File: config.mk
export PLATFORM = sky130hd
export DESIGN_NAME = qst_time_counter
export DESIGN_NICKNAME = d
export VERILOG_FILES = /design/src/rtl/qst_pkg.sv /design/src/rtl/qst_prescaler.sv /design/src/rtl/qst_time_counter.sv
export VERILOG_INCLUDE_DIRS = /design/src /design/src/rtl
export SDC_FILE = /design/constraint.sdc
export NUM_CORES = 1
export LEC_CHECK = 0
export ABC_CLOCK_PERIOD_IN_PS = 4000
export BUFFER_PORTS_ARGS = -buffer_cell sky130_fd_sc_hd__buf_2
export CAP_MARGIN = 20
export CORE_MARGIN = 2
export CORE_UTILIZATION = 34
export CTS_BUF_LIST = sky130_fd_sc_hd__clkbuf_8
export CTS_CLUSTER_DIAMETER = 120
export DETAILED_ROUTE_END_ITERATION = 7
export PLACE_DENSITY = 0.64
export SLEW_MARGIN = 10
export SYNTH_ARGS = -nofsm -noshare
export SYNTH_HDL_FRONTEND = slang
export SYNTH_SLANG_ARGS = --single-unit
File: constraint.sdc
create_clock -name clk_i -period 4 [get_ports clk_i]
set_input_delay 0 -clock clk_i [delete_from_list [all_inputs] [get_ports clk_i]]
set_output_delay 0 -clock clk_i [all_outputs]
set_load 0.02 [all_outputs]
File: src/rtl/qst_defines.svh
// Offsets, reset values and divider counts of the quarter-second counter
`ifndef QST_DEFINES_SVH
`define QST_DEFINES_SVH

`define QST_ADR_CTRL 4'h0
`define QST_ADR_STAT 4'h4
`define QST_ADR_MATCH 4'h8
`define QST_ADR_COUNT 4'hC

`define QST_CTRL_RST 8'h01
`define QST_STAT_RST 8'h00
`define QST_MATCH_RST 8'h00
`define QST_COUNT_RST 8'h00

`define QST_SRC_EXT 2'h0
`define QST_SRC_LPO 2'h1
`define QST_SRC_REF 2'h2

`define QST_PS_1K 3'h0
`define QST_PS_32K768 3'h1
`define QST_PS_32K 3'h2
`define QST_PS_38K4 3'h3
`define QST_PS_4M9152 3'h4
`define QST_PS_4M 3'h5
`define QST_PS_8M 3'h6
`define QST_PS_16M 3'h7

`define QST_PRE_1 9'h001
`define QST_PRE_128 9'h080
`define QST_PRE_125 9'h07D
`define QST_PRE_250 9'h0FA
`define QST_PRE_500 9'h1F4

`define QST_QDIV_250 14'h00FA
`define QST_QDIV_8192 14'h2000
`define QST_QDIV_8000 14'h1F40
`define QST_QDIV_9600 14'h2580

`define QST_SEC_PHASE 2'h0
`define QST_LAST_PHASE 2'h3

`endif

File: src/rtl/qst_pkg.sv
// Types shared by the quarter-second counter files
package qst_pkg;

	typedef struct packed {
		logic module_enable_bit;
		logic [1:0] source_select_field;
		logic count_clear_bit;
		logic divided_output_enable;
		logic [2:0] divider_field;
	} qst_ctrl_t;

	typedef struct packed {
		logic quarter_tick_flag;
		logic one_second_flag;
		logic alarm_flag;
		logic quarter_tick_irq_enable;
		logic one_second_irq_enable;
		logic alarm_irq_enable;
		logic alarm_function_enable;
		logic alarm_write_done;
	} qst_stat_t;

	typedef enum logic [1:0] {
		QST_BUS_IDLE = 2'b01,
		QST_BUS_ACK = 2'b10
	} qst_bus_state_t;

endpackage

File: src/rtl/qst_prescaler.sv
// Source edge divider producing the 4 Hz tick and the divided clock level
`timescale 1ns/1ps
`include "qst_defines.svh"

module qst_prescaler #(
	parameter int PW = 9,
	parameter int QW = 14
) (
	input wire logic clk_i,
	input wire logic rst_i,
	input wire logic run_i,
	input wire logic src_i,
	input wire logic [2:0] ps_i,
	output logic tick_o,
	output logic lvl_o
);

	function automatic logic [PW-1:0] pre_div(input logic [2:0] ps);
		unique case (ps)
			`QST_PS_4M9152: pre_div = `QST_PRE_128;
			`QST_PS_4M: pre_div = `QST_PRE_125;
			`QST_PS_8M: pre_div = `QST_PRE_250;
			`QST_PS_16M: pre_div = `QST_PRE_500;
			default: pre_div = `QST_PRE_1;
		endcase
	endfunction

	function automatic logic [QW-1:0] q_div(input logic [2:0] ps);
		unique case (ps)
			`QST_PS_1K: q_div = `QST_QDIV_250;
			`QST_PS_32K768: q_div = `QST_QDIV_8192;
			`QST_PS_38K4, `QST_PS_4M9152: q_div = `QST_QDIV_9600;
			default: q_div = `QST_QDIV_8000;
		endcase
	endfunction

	logic src_reg, src_next;
	logic [PW-1:0] pre_reg, pre_next;
	logic [QW-1:0] q_reg, q_next;
	logic tick_reg, tick_next;
	logic lvl_reg, lvl_next;
	logic src_edge, pre_edge;
	logic [PW-1:0] pre_n;

	always_comb begin
		pre_n = pre_div(ps_i);
		src_next = src_i;
		src_edge = src_i & ~src_reg;
		pre_next = pre_reg;
		pre_edge = 1'b0;
		q_next = q_reg;
		tick_next = 1'b0;
		if (src_edge) begin
			if (pre_reg == pre_n - 1'b1) begin
				pre_next = '0;
				pre_edge = 1'b1;
			end else begin
				pre_next = pre_reg + 1'b1;
			end
		end
		if (pre_edge) begin
			if (q_reg == q_div(ps_i) - 1'b1) begin
				q_next = '0;
				tick_next = 1'b1;
			end else begin
				q_next = q_reg + 1'b1;
			end
		end
		// Slow inputs pass straight through; fast ones use the pre-divider
		if (pre_n == `QST_PRE_1)
			lvl_next = src_reg;
		else
			lvl_next = (pre_reg < (pre_n >> 1));
		if (!run_i) begin
			pre_next = '0;
			q_next = '0;
			tick_next = 1'b0;
			lvl_next = 1'b0;
		end
	end

	always_ff @(posedge clk_i) begin
		if (rst_i) begin
			src_reg <= 1'b0;
			pre_reg <= '0;
			q_reg <= '0;
			tick_reg <= 1'b0;
			lvl_reg <= 1'b0;
		end else begin
			src_reg <= src_next;
			pre_reg <= pre_next;
			q_reg <= q_next;
			tick_reg <= tick_next;
			lvl_reg <= lvl_next;
		end
	end

	assign tick_o = tick_reg;
	assign lvl_o = lvl_reg;

endmodule

File: src/rtl/qst_time_counter.sv
// Quarter-second time counter with Wishbone register access
`timescale 1ns/1ps
`include "qst_defines.svh"

module qst_time_counter (
	input wire logic clk_i,
	input wire logic rst_i,
	input wire logic wb_cyc_i,
	input wire logic wb_stb_i,
	input wire logic wb_we_i,
	input wire logic [3:0] wb_adr_i,
	input wire logic [3:0] wb_sel_i,
	input wire logic [31:0] wb_dat_i,
	output logic [31:0] wb_dat_o,
	output logic wb_ack_o,
	input wire logic ext_osc_clk_i,
	input wire logic low_power_osc_i,
	input wire logic internal_ref_clk_i,
	output logic irq_o,
	output logic clk_out_o
);

	function automatic logic hit(input logic [3:0] adr, input logic [3:0] off);
		hit = (adr[3:2] == off[3:2]);
	endfunction

	qst_pkg::qst_bus_state_t state_reg, state_next;
	logic ack_reg, ack_next;
	logic [31:0] dat_reg, dat_next;

	qst_pkg::qst_ctrl_t tick_control_reg, tick_control_next;
	qst_pkg::qst_stat_t tick_status_control_reg, tick_status_control_next;
	logic [7:0] alarm_compare_value_reg, alarm_compare_value_next;
	logic [7:0] stage_reg, stage_next;
	logic [7:0] count_reg, count_next;
	logic irq_reg, irq_next;
	logic clk_out_reg, clk_out_next;

	logic wr, wr_ctrl, wr_stat, wr_match;
	logic src_sel, tick, lvl, run, match;
	logic [7:0] inc;
	qst_pkg::qst_ctrl_t wctl;
	qst_pkg::qst_stat_t wst;

	// Bus side: one wait state, read data captured when the request is taken
	always_comb begin
		state_next = state_reg;
		ack_next = 1'b0;
		dat_next = dat_reg;
		unique case (state_reg)
			qst_pkg::QST_BUS_IDLE: begin
				if (wb_cyc_i && wb_stb_i) begin
					state_next = qst_pkg::QST_BUS_ACK;
					ack_next = 1'b1;
					dat_next = '0;
					if (hit(wb_adr_i, `QST_ADR_CTRL))
						dat_next[7:0] = tick_control_reg;
					else if (hit(wb_adr_i, `QST_ADR_STAT))
						dat_next[7:0] = tick_status_control_reg;
					else if (hit(wb_adr_i, `QST_ADR_MATCH))
						dat_next[7:0] = stage_reg;
					else
						dat_next[7:0] = count_reg;
				end
			end
			qst_pkg::QST_BUS_ACK: begin
				state_next = qst_pkg::QST_BUS_IDLE;
			end
			default: begin
				state_next = qst_pkg::QST_BUS_IDLE;
			end
		endcase
	end

	always_ff @(posedge clk_i) begin
		if (rst_i) begin
			state_reg <= qst_pkg::QST_BUS_IDLE;
			ack_reg <= 1'b0;
			dat_reg <= '0;
		end else begin
			state_reg <= state_next;
			ack_reg <= ack_next;
			dat_reg <= dat_next;
		end
	end

	// Writes land on the edge where the master sees ack
	assign wr = (state_reg == qst_pkg::QST_BUS_ACK) && wb_cyc_i && wb_stb_i
		&& wb_we_i && wb_sel_i[0];
	assign wr_ctrl = wr && hit(wb_adr_i, `QST_ADR_CTRL);
	assign wr_stat = wr && hit(wb_adr_i, `QST_ADR_STAT);
	assign wr_match = wr && hit(wb_adr_i, `QST_ADR_MATCH);
	assign wctl = wb_dat_i[7:0];
	assign wst = wb_dat_i[7:0];

	always_comb begin
		unique case (tick_control_reg.source_select_field)
			`QST_SRC_EXT: src_sel = ext_osc_clk_i;
			`QST_SRC_LPO: src_sel = low_power_osc_i;
			`QST_SRC_REF: src_sel = internal_ref_clk_i;
			default: src_sel = 1'b0;
		endcase
	end

	assign run = tick_control_reg.module_enable_bit;

	qst_prescaler u_prescaler (
		.clk_i(clk_i),
		.rst_i(rst_i),
		.run_i(run),
		.src_i(src_sel),
		.ps_i(tick_control_reg.divider_field),
		.tick_o(tick),
		.lvl_o(lvl)
	);

	assign inc = count_reg + 8'h01;
	assign match = tick_status_control_reg.alarm_function_enable
		&& (inc[7:2] == alarm_compare_value_reg[7:2]);

	always_comb begin
		tick_control_next = tick_control_reg;
		tick_status_control_next = tick_status_control_reg;
		alarm_compare_value_next = alarm_compare_value_reg;
		stage_next = stage_reg;
		count_next = count_reg;
		if (wr_ctrl) begin
			tick_control_next = wctl;
			// Clear bit is an action, never stored
			tick_control_next.count_clear_bit = 1'b0;
		end
		if (wr_stat) begin
			tick_status_control_next.quarter_tick_irq_enable =
				wst.quarter_tick_irq_enable;
			tick_status_control_next.one_second_irq_enable =
				wst.one_second_irq_enable;
			tick_status_control_next.alarm_irq_enable = wst.alarm_irq_enable;
			tick_status_control_next.alarm_function_enable =
				wst.alarm_function_enable;
			if (wst.quarter_tick_flag)
				tick_status_control_next.quarter_tick_flag = 1'b0;
			if (wst.one_second_flag)
				tick_status_control_next.one_second_flag = 1'b0;
			if (wst.alarm_flag)
				tick_status_control_next.alarm_flag = 1'b0;
		end
		// Second write while one is pending is dropped
		if (wr_match && !tick_status_control_reg.alarm_write_done) begin
			stage_next = wb_dat_i[7:0];
			tick_status_control_next.alarm_write_done = 1'b1;
		end
		// Pending value commits at a tick, or at once when stopped
		if (tick_status_control_reg.alarm_write_done && (tick || !run)) begin
			alarm_compare_value_next = stage_reg;
			tick_status_control_next.alarm_write_done = 1'b0;
		end
		if (run && tick) begin
			count_next = inc;
			tick_status_control_next.quarter_tick_flag = 1'b1;
			if (inc[1:0] == `QST_SEC_PHASE)
				tick_status_control_next.one_second_flag = 1'b1;
			if (match) begin
				tick_status_control_next.alarm_flag = 1'b1;
				count_next[7:2] = '0;
			end
		end
		// Stopping the module or the clear bit restarts from zero
		if (!run || (wr_ctrl && wctl.count_clear_bit))
			count_next = `QST_COUNT_RST;
	end

	always_comb begin
		irq_next = (tick_status_control_next.quarter_tick_flag
			&& tick_status_control_next.quarter_tick_irq_enable)
			|| (tick_status_control_next.one_second_flag
			&& tick_status_control_next.one_second_irq_enable)
			|| (tick_status_control_next.alarm_flag
			&& tick_status_control_next.alarm_irq_enable
			&& tick_status_control_next.alarm_function_enable);
		clk_out_next = tick_control_next.module_enable_bit
			&& tick_control_next.divided_output_enable && lvl;
	end

	always_ff @(posedge clk_i) begin
		if (rst_i) begin
			tick_control_reg <= `QST_CTRL_RST;
			tick_status_control_reg <= `QST_STAT_RST;
			alarm_compare_value_reg <= `QST_MATCH_RST;
			stage_reg <= `QST_MATCH_RST;
			count_reg <= `QST_COUNT_RST;
			irq_reg <= 1'b0;
			clk_out_reg <= 1'b0;
		end else begin
			tick_control_reg <= tick_control_next;
			tick_status_control_reg <= tick_status_control_next;
			alarm_compare_value_reg <= alarm_compare_value_next;
			stage_reg <= stage_next;
			count_reg <= count_next;
			irq_reg <= irq_next;
			clk_out_reg <= clk_out_next;
		end
	end

	assign wb_ack_o = ack_reg;
	assign wb_dat_o = dat_reg;
	assign irq_o = irq_reg;
	assign clk_out_o = clk_out_reg;
endmodule

# --- Yosys cells after proc, flatten, opt, wreduce, memory -nomap -nowiden ---
# Index checks and enable logic that the tools add are counted.
# W data, S select, Z words.
totals:
  ff_bits: 78
  word_cells: 111
  output_inout_bits: 35
classes:
  n_bitwise: 5
  reduce_logical: 36
  n_eq_ne: 16
  addsub: 5
  order_cmp: 1
  n_mux: 23
ops:
  columns: ["operator", "count"]
  rows:
  - ["$pmux W14 S3", 1]
  - ["$pmux W9 S4", 1]
  - ["$mux W8", 4]
  - ["$mux W14", 2]
  - ["$logic_and A1 B1 Y1", 19]
  - ["$add A14 B1 Y14 const B", 1]
  - ["$eq A14 B14 Y1", 1]
  - ["$sub A14 B1 Y14 const B", 1]
  - ["$eq A3 B3 Y1 const B", 4]
  - ["$mux W1", 10]
  - ["$reduce_or A2 Y1", 5]
  - ["$add A9 B1 Y9 const B", 1]
  - ["$eq A9 B1 Y1 const B", 1]
  - ["$eq A9 B9 Y1", 1]
  - ["$lt A9 B8 Y1", 1]
  - ["$mux W9", 1]
  - ["$sub A9 B1 Y9 const B", 1]
  - ["$add A8 B1 Y8 const B", 1]
  - ["$mux W7", 1]
  - ["$eq A2 B1 Y1 const B", 3]
  - ["$eq A2 B2 Y1 const B", 3]
  - ["$eq A6 B6 Y1", 1]
  - ["$logic_not A2 Y1", 3]
  - ["$mux W6", 1]
  - ["11 further kinds", 18]

# --- Longest topological paths before layout ---
depth:
  word_depth: 12
  depth_mapped: 13
  depth_no_buf: 10

# --- By module ---
# Synthesis repeated with hierarchy kept, for this count alone.
unflattened:
  hier_cells: 486
  hier_area_um2: 4254.1
by_module_without_submodules:
  columns: ["mod", "instances", "seq_area_each_um2", "cells_each", "area_each_um2"]
  rows:
  - ["qst_time_counter", 1, 1001.0, 285, 2603.7]
  - ["qst_prescaler", 1, 520.5, 201, 1650.3]

# --- Worst setup path before layout ---
# OpenSTA, ideal clock, no wires.
synth_timing:
  kind: "flip-flop to flip-flop"
  from: "reg tick_control_reg[2] in the netlist's numbering"
  to: "reg u_prescaler.q_reg[8]"
  setup_ns: 0.127
  period_less_slack_ns: 3.069
  stages_incl_launch_ff: 11
  required_ns: 3.873
  arrival_time_ns: 2.941
  n_path_buf: 3
  slack_ns: 0.931
  path_cell_list: "dfxtp_1 clkbuf_1 clkbuf_1 nand3b_1 ha_1 or4_1 a211o_1 or3_1 buf_2 o41ai_2 a21oi_1"
synth_between:
  elab_chain_cells: 7
synth_rtl:
  columns: ["item", "line_no", "text"]
  rows:
  - ["from (decl)", "qst_time_counter.sv:31", "qst_pkg::qst_ctrl_t tick_control_reg, tick_control_next;"]
  - ["from (signal assigned)", "qst_time_counter.sv:186", "tick_control_reg <= `QST_CTRL_RST;"]
  - ["from (signal assigned)", "qst_time_counter.sv:194", "tick_control_reg <= tick_control_next;"]
  - ["$eq A3 B2 Y1 / $eq A3 B3 Y1 (equally long branches)", "qst_prescaler.sv:29, qst_prescaler.sv:19", null]
  - ["$reduce_or A2 Y1", "qst_prescaler.sv:29", "unique case (ps)"]
  - ["$pmux W14 S3", "qst_prescaler.sv:29", null]
  - ["$mux W14", "qst_prescaler.sv:61", "if (pre_edge) begin"]
  - ["$sub A14 B1 Y14", "qst_prescaler.sv:62", "if (q_reg == q_div(ps_i) - 1'b1) begin"]
  - ["$eq A14 B14 Y1", "qst_prescaler.sv:62", null]
  - ["$mux W14", "qst_prescaler.sv:62", null]
  - ["to (signal assigned)", "qst_prescaler.sv:92", "q_reg <= q_next;"]
  - ["to (decl)", "qst_prescaler.sv:39", "logic [QW-1:0] q_reg, q_next;"]
# Parallel ways exist; a longest one is shown, timed or not. The select of a mux whose other input is x is not followed.
# A chain may end at the register's enable or synchronous reset.

# --- Worst setup path in the final report ---
layout_timing:
  from: "reg tick_control_reg[1] in the netlist's numbering"
  to: "reg u_prescaler.q_reg[11]"
# Same word-level chain as after synthesis.

==> qor.txt <==
Root Driver - clkbuf_8
Grt ovf - 0
Switch share - 0.234
Largest family of logic cells by synthesized area - simple AND/OR/NAND/NOR gates
Met2 routed wirelength - 4110 microns
Core area - 12,000 sq um
Layout cells sized above 1 - 0.126
Worst slew pin tran - 0.922 ns
Skew-Pair Late Insertion Delay - 0.36 ns
Final period util - 0.833
Gpl congestion - 0.856
First-pass GRT wire length - 15,200 microns
Total track usage - 0.146
Via Count - 3,419
DR DRC count - 0
Final Hold Viols - 0
Die height - 115 microns
Synth Instances - 474
Worst Hold Class - in -> reg
Final setup viols - 0
Flop-to-flop setup slack - 0.67 ns
R2r endpoint - u_prescaler.q_reg[11]$_SDFFE_PP0P_
Cell Int Power - 1.15 mW
Worst Path Required - 4.23 ns
Avg Cell Area, Syn - 8.80 sq um
DR iter-0 viols - 173
Run status - complete, no violations
Fmax - 300 MHz
DR pass1 iterations - 5
Wire length on met3 - 497 microns
Fillers - 1,209
Peak VDD IR - 0.148 mV
Ys async rst share - 0
Post-synthesis xor/xnor area fraction - 0.0693
Top Metal Used - met4
Synth Area in Compound Gates - 0.113
Sw power - 0.351 mW
Seq/Total Area, Yosys - 0.365
Min-delay src - low_power_osc_i
Nets - 563
Drt wl/cell - 14.2 microns
Sink Count - 76
Avg Vias per Cell - 5.22
CTS resizes - 0
Flop pwr share - 0.507
Mapped Area - 4170 sq um
Worst rel slew slack - 0.381
Number of global-route vias before repair - 3,099
Cells after DPL - 631
Post-synth EDFFs - 0
Synth warn - 0
Antenna viol nets, final - 0
Distinct cells, synth - 56
Clk pin slew, worst setup/hold paths - 0.08 ns
Setup TNS - 0 ns
Max clock buf depth - 2
Total of max-cap violations - 0
Post-CTS Hold Fix Bufs - 8
Final non-filler cell total - 655
I/O pins - 83
Leakage - 1.80 nW
Most common cell after layout, fill and taps aside - dfxtp_1
Setup Fix Bufs, Post-CTS - 0
Die X - 115 microns
CTS tree - built
Worst endpoint data arrival time - 3.57 ns
Synth Area in Adders - 0.0360
# rows - 40
Simple-gate share of the synthesized area - 0.225
Final WL - 9270 microns
Crit path kind - reg -> reg
Crit path launch - tick_control_reg[1]$_SDFFE_PP0P_
Clock power frac - 0.442
Mux cell area share after synthesis - 0.110
Die Area - 13,200 sq um
ANT cells - 0
Crit-path max FO - 18
Worst Setup End Kind - flop
P&R area growth vs syn - 11.8%
Pins over their slew limit - 0
RSZ-0062 raised after global routing - no
Reg-to-reg critical path startpoint - tick_control_reg[1]$_SDFFE_PP0P_
PD cells - 321 nW/um^2
Main flop type after synthesis - dfxtp_1
Detailed Place HPWL - 6680 microns
Setup Skew - 0.0126 ns
Routed met1 length - 4540 microns
Max reg flops - 14
Port-buffer cells - 29
Initial Utilization - 0.347
Largest net degree at the start of global routing - 45
Hold path depth - 4
Yosys reg bits - 76
Reg2reg path depth - 7
Comb power frac - 0.051
Final min period - 3.33 ns
Antenna violations before repair - 0
Hold Path End - u_prescaler.src_reg$_SDFF_PP0_
CP Launch Type - flop
Num CTS Buffers - 9
Most frequent cells in the layout - dfxtp_1 (76), nor2_1 (62), nand2_1 (39), mux2i_1 (30), buf_2 (29)
Fin util - 0.388
Clock H-tree levels - 3
[cell type report]
cell class                      count  area (sq um)  area share
Timing Repair Buffer               42           263      0.0563
Clock inverter                      6          87.6      0.0188
Clock buffer                       10           138      0.0295
Sequential cell                    76          1520       0.326
Inverter                           15          56.3      0.0121
Tap cell                          147           184      0.0394
Multi-Input combinational cell    359          2410       0.518
[metal layers]
layer / global-route usage / vias up
li1: - / 1689
met1: 0.206 / 1632
met2: 0.226 / 88
met3: 0.0316 / 10
met4: 0.0410 / 0
met5: 0 / -
[critical path: stages (launching register included)]
cell and delay, ns:
dfxtp_1 0.73, nand3b_1 0.21, ha_1 0.27, or4_1 0.47
a211o_1 0.46, or3_1 0.55, o21ai_4 0.41, nor2_1 0.10
[metrics by stage]
step	setup slack, ns	cell area (sq um)	power (mW)	hold slack [ns]
final	0.666	4660	1.50	0.0780
after global routing	0.423	4660	1.56	0.113
after CTS	0.670	4660	1.52	0.0710
after detailed placement	0.686	4360	0.849	0.278
after global placement	0.732	4360	0.847	0.267
after floorplan	0.931	4260	0.846	0.144
[power by group through the flow]
stage | combinational [mW] | sequential, mW | clock (mW)
6_report | 0.0764 | 0.760 | 0.663
3_5_place_dp | 0.0705 | 0.778 | 0
2_1_floorplan | 0.0667 | 0.779 | 0
3_3_place_gp | 0.0695 | 0.778 | 0
5_1_grt | 0.0842 | 0.761 | 0.713
4_1_cts | 0.0766 | 0.760 | 0.679
[worst max-delay path by stage]
stage                                    endpoint  slack [ns]  cells after the start
3_5_place_dp    u_prescaler.q_reg[4]$_SDFFE_PP0P_        0.69                      9
5_1_grt         u_prescaler.q_reg[4]$_SDFFE_PP0P_        0.42                      7
3_3_place_gp    u_prescaler.q_reg[4]$_SDFFE_PP0P_        0.73                      7
4_1_cts        u_prescaler.q_reg[11]$_SDFFE_PP0P_        0.67                      9
6_report       u_prescaler.q_reg[11]$_SDFFE_PP0P_        0.67                      7
2_1_floorplan   u_prescaler.q_reg[8]$_SDFFE_PP0P_        0.93                     10
[cells in the mapped netlist (all sizes together) (5+ instances only)]
library cell | number | area, sq um
mux4 | 7 | 158
nor4 | 11 | 75.1
xnor2 | 19 | 166
inv | 15 | 56.3
buf | 28 | 209
xor2 | 14 | 123
a211oi | 10 | 80.1
nand2 | 39 | 146
o21ai | 10 | 61.3
a21o | 6 | 45.0
nor2b | 5 | 31.3
nor3 | 13 | 65.1
nand4 | 9 | 56.3
clkbuf | 19 | 71.3
nor2 | 62 | 233
mux2i | 30 | 300
ha | 12 | 150
a21oi | 15 | 75.1
nand3 | 9 | 45.0
or3 | 9 | 56.3
dfxtp | 76 | 1520
nand3b | 5 | 37.5
[cell families (layout without fill, tap and decap cells)]
logic type | Yosys count | count (layout)
other | 1 | 24
AOI/OAI and AO/OA | 66 | 66
adders and majority gates | 12 | 12
and+or+nand+nor | 187 | 187
DFF | 76 | 76
muxes | 37 | 37
buffers and inverters | 62 | 73
xor gates and xnor gates | 33 | 33
(Power assumes the default switching activity.)
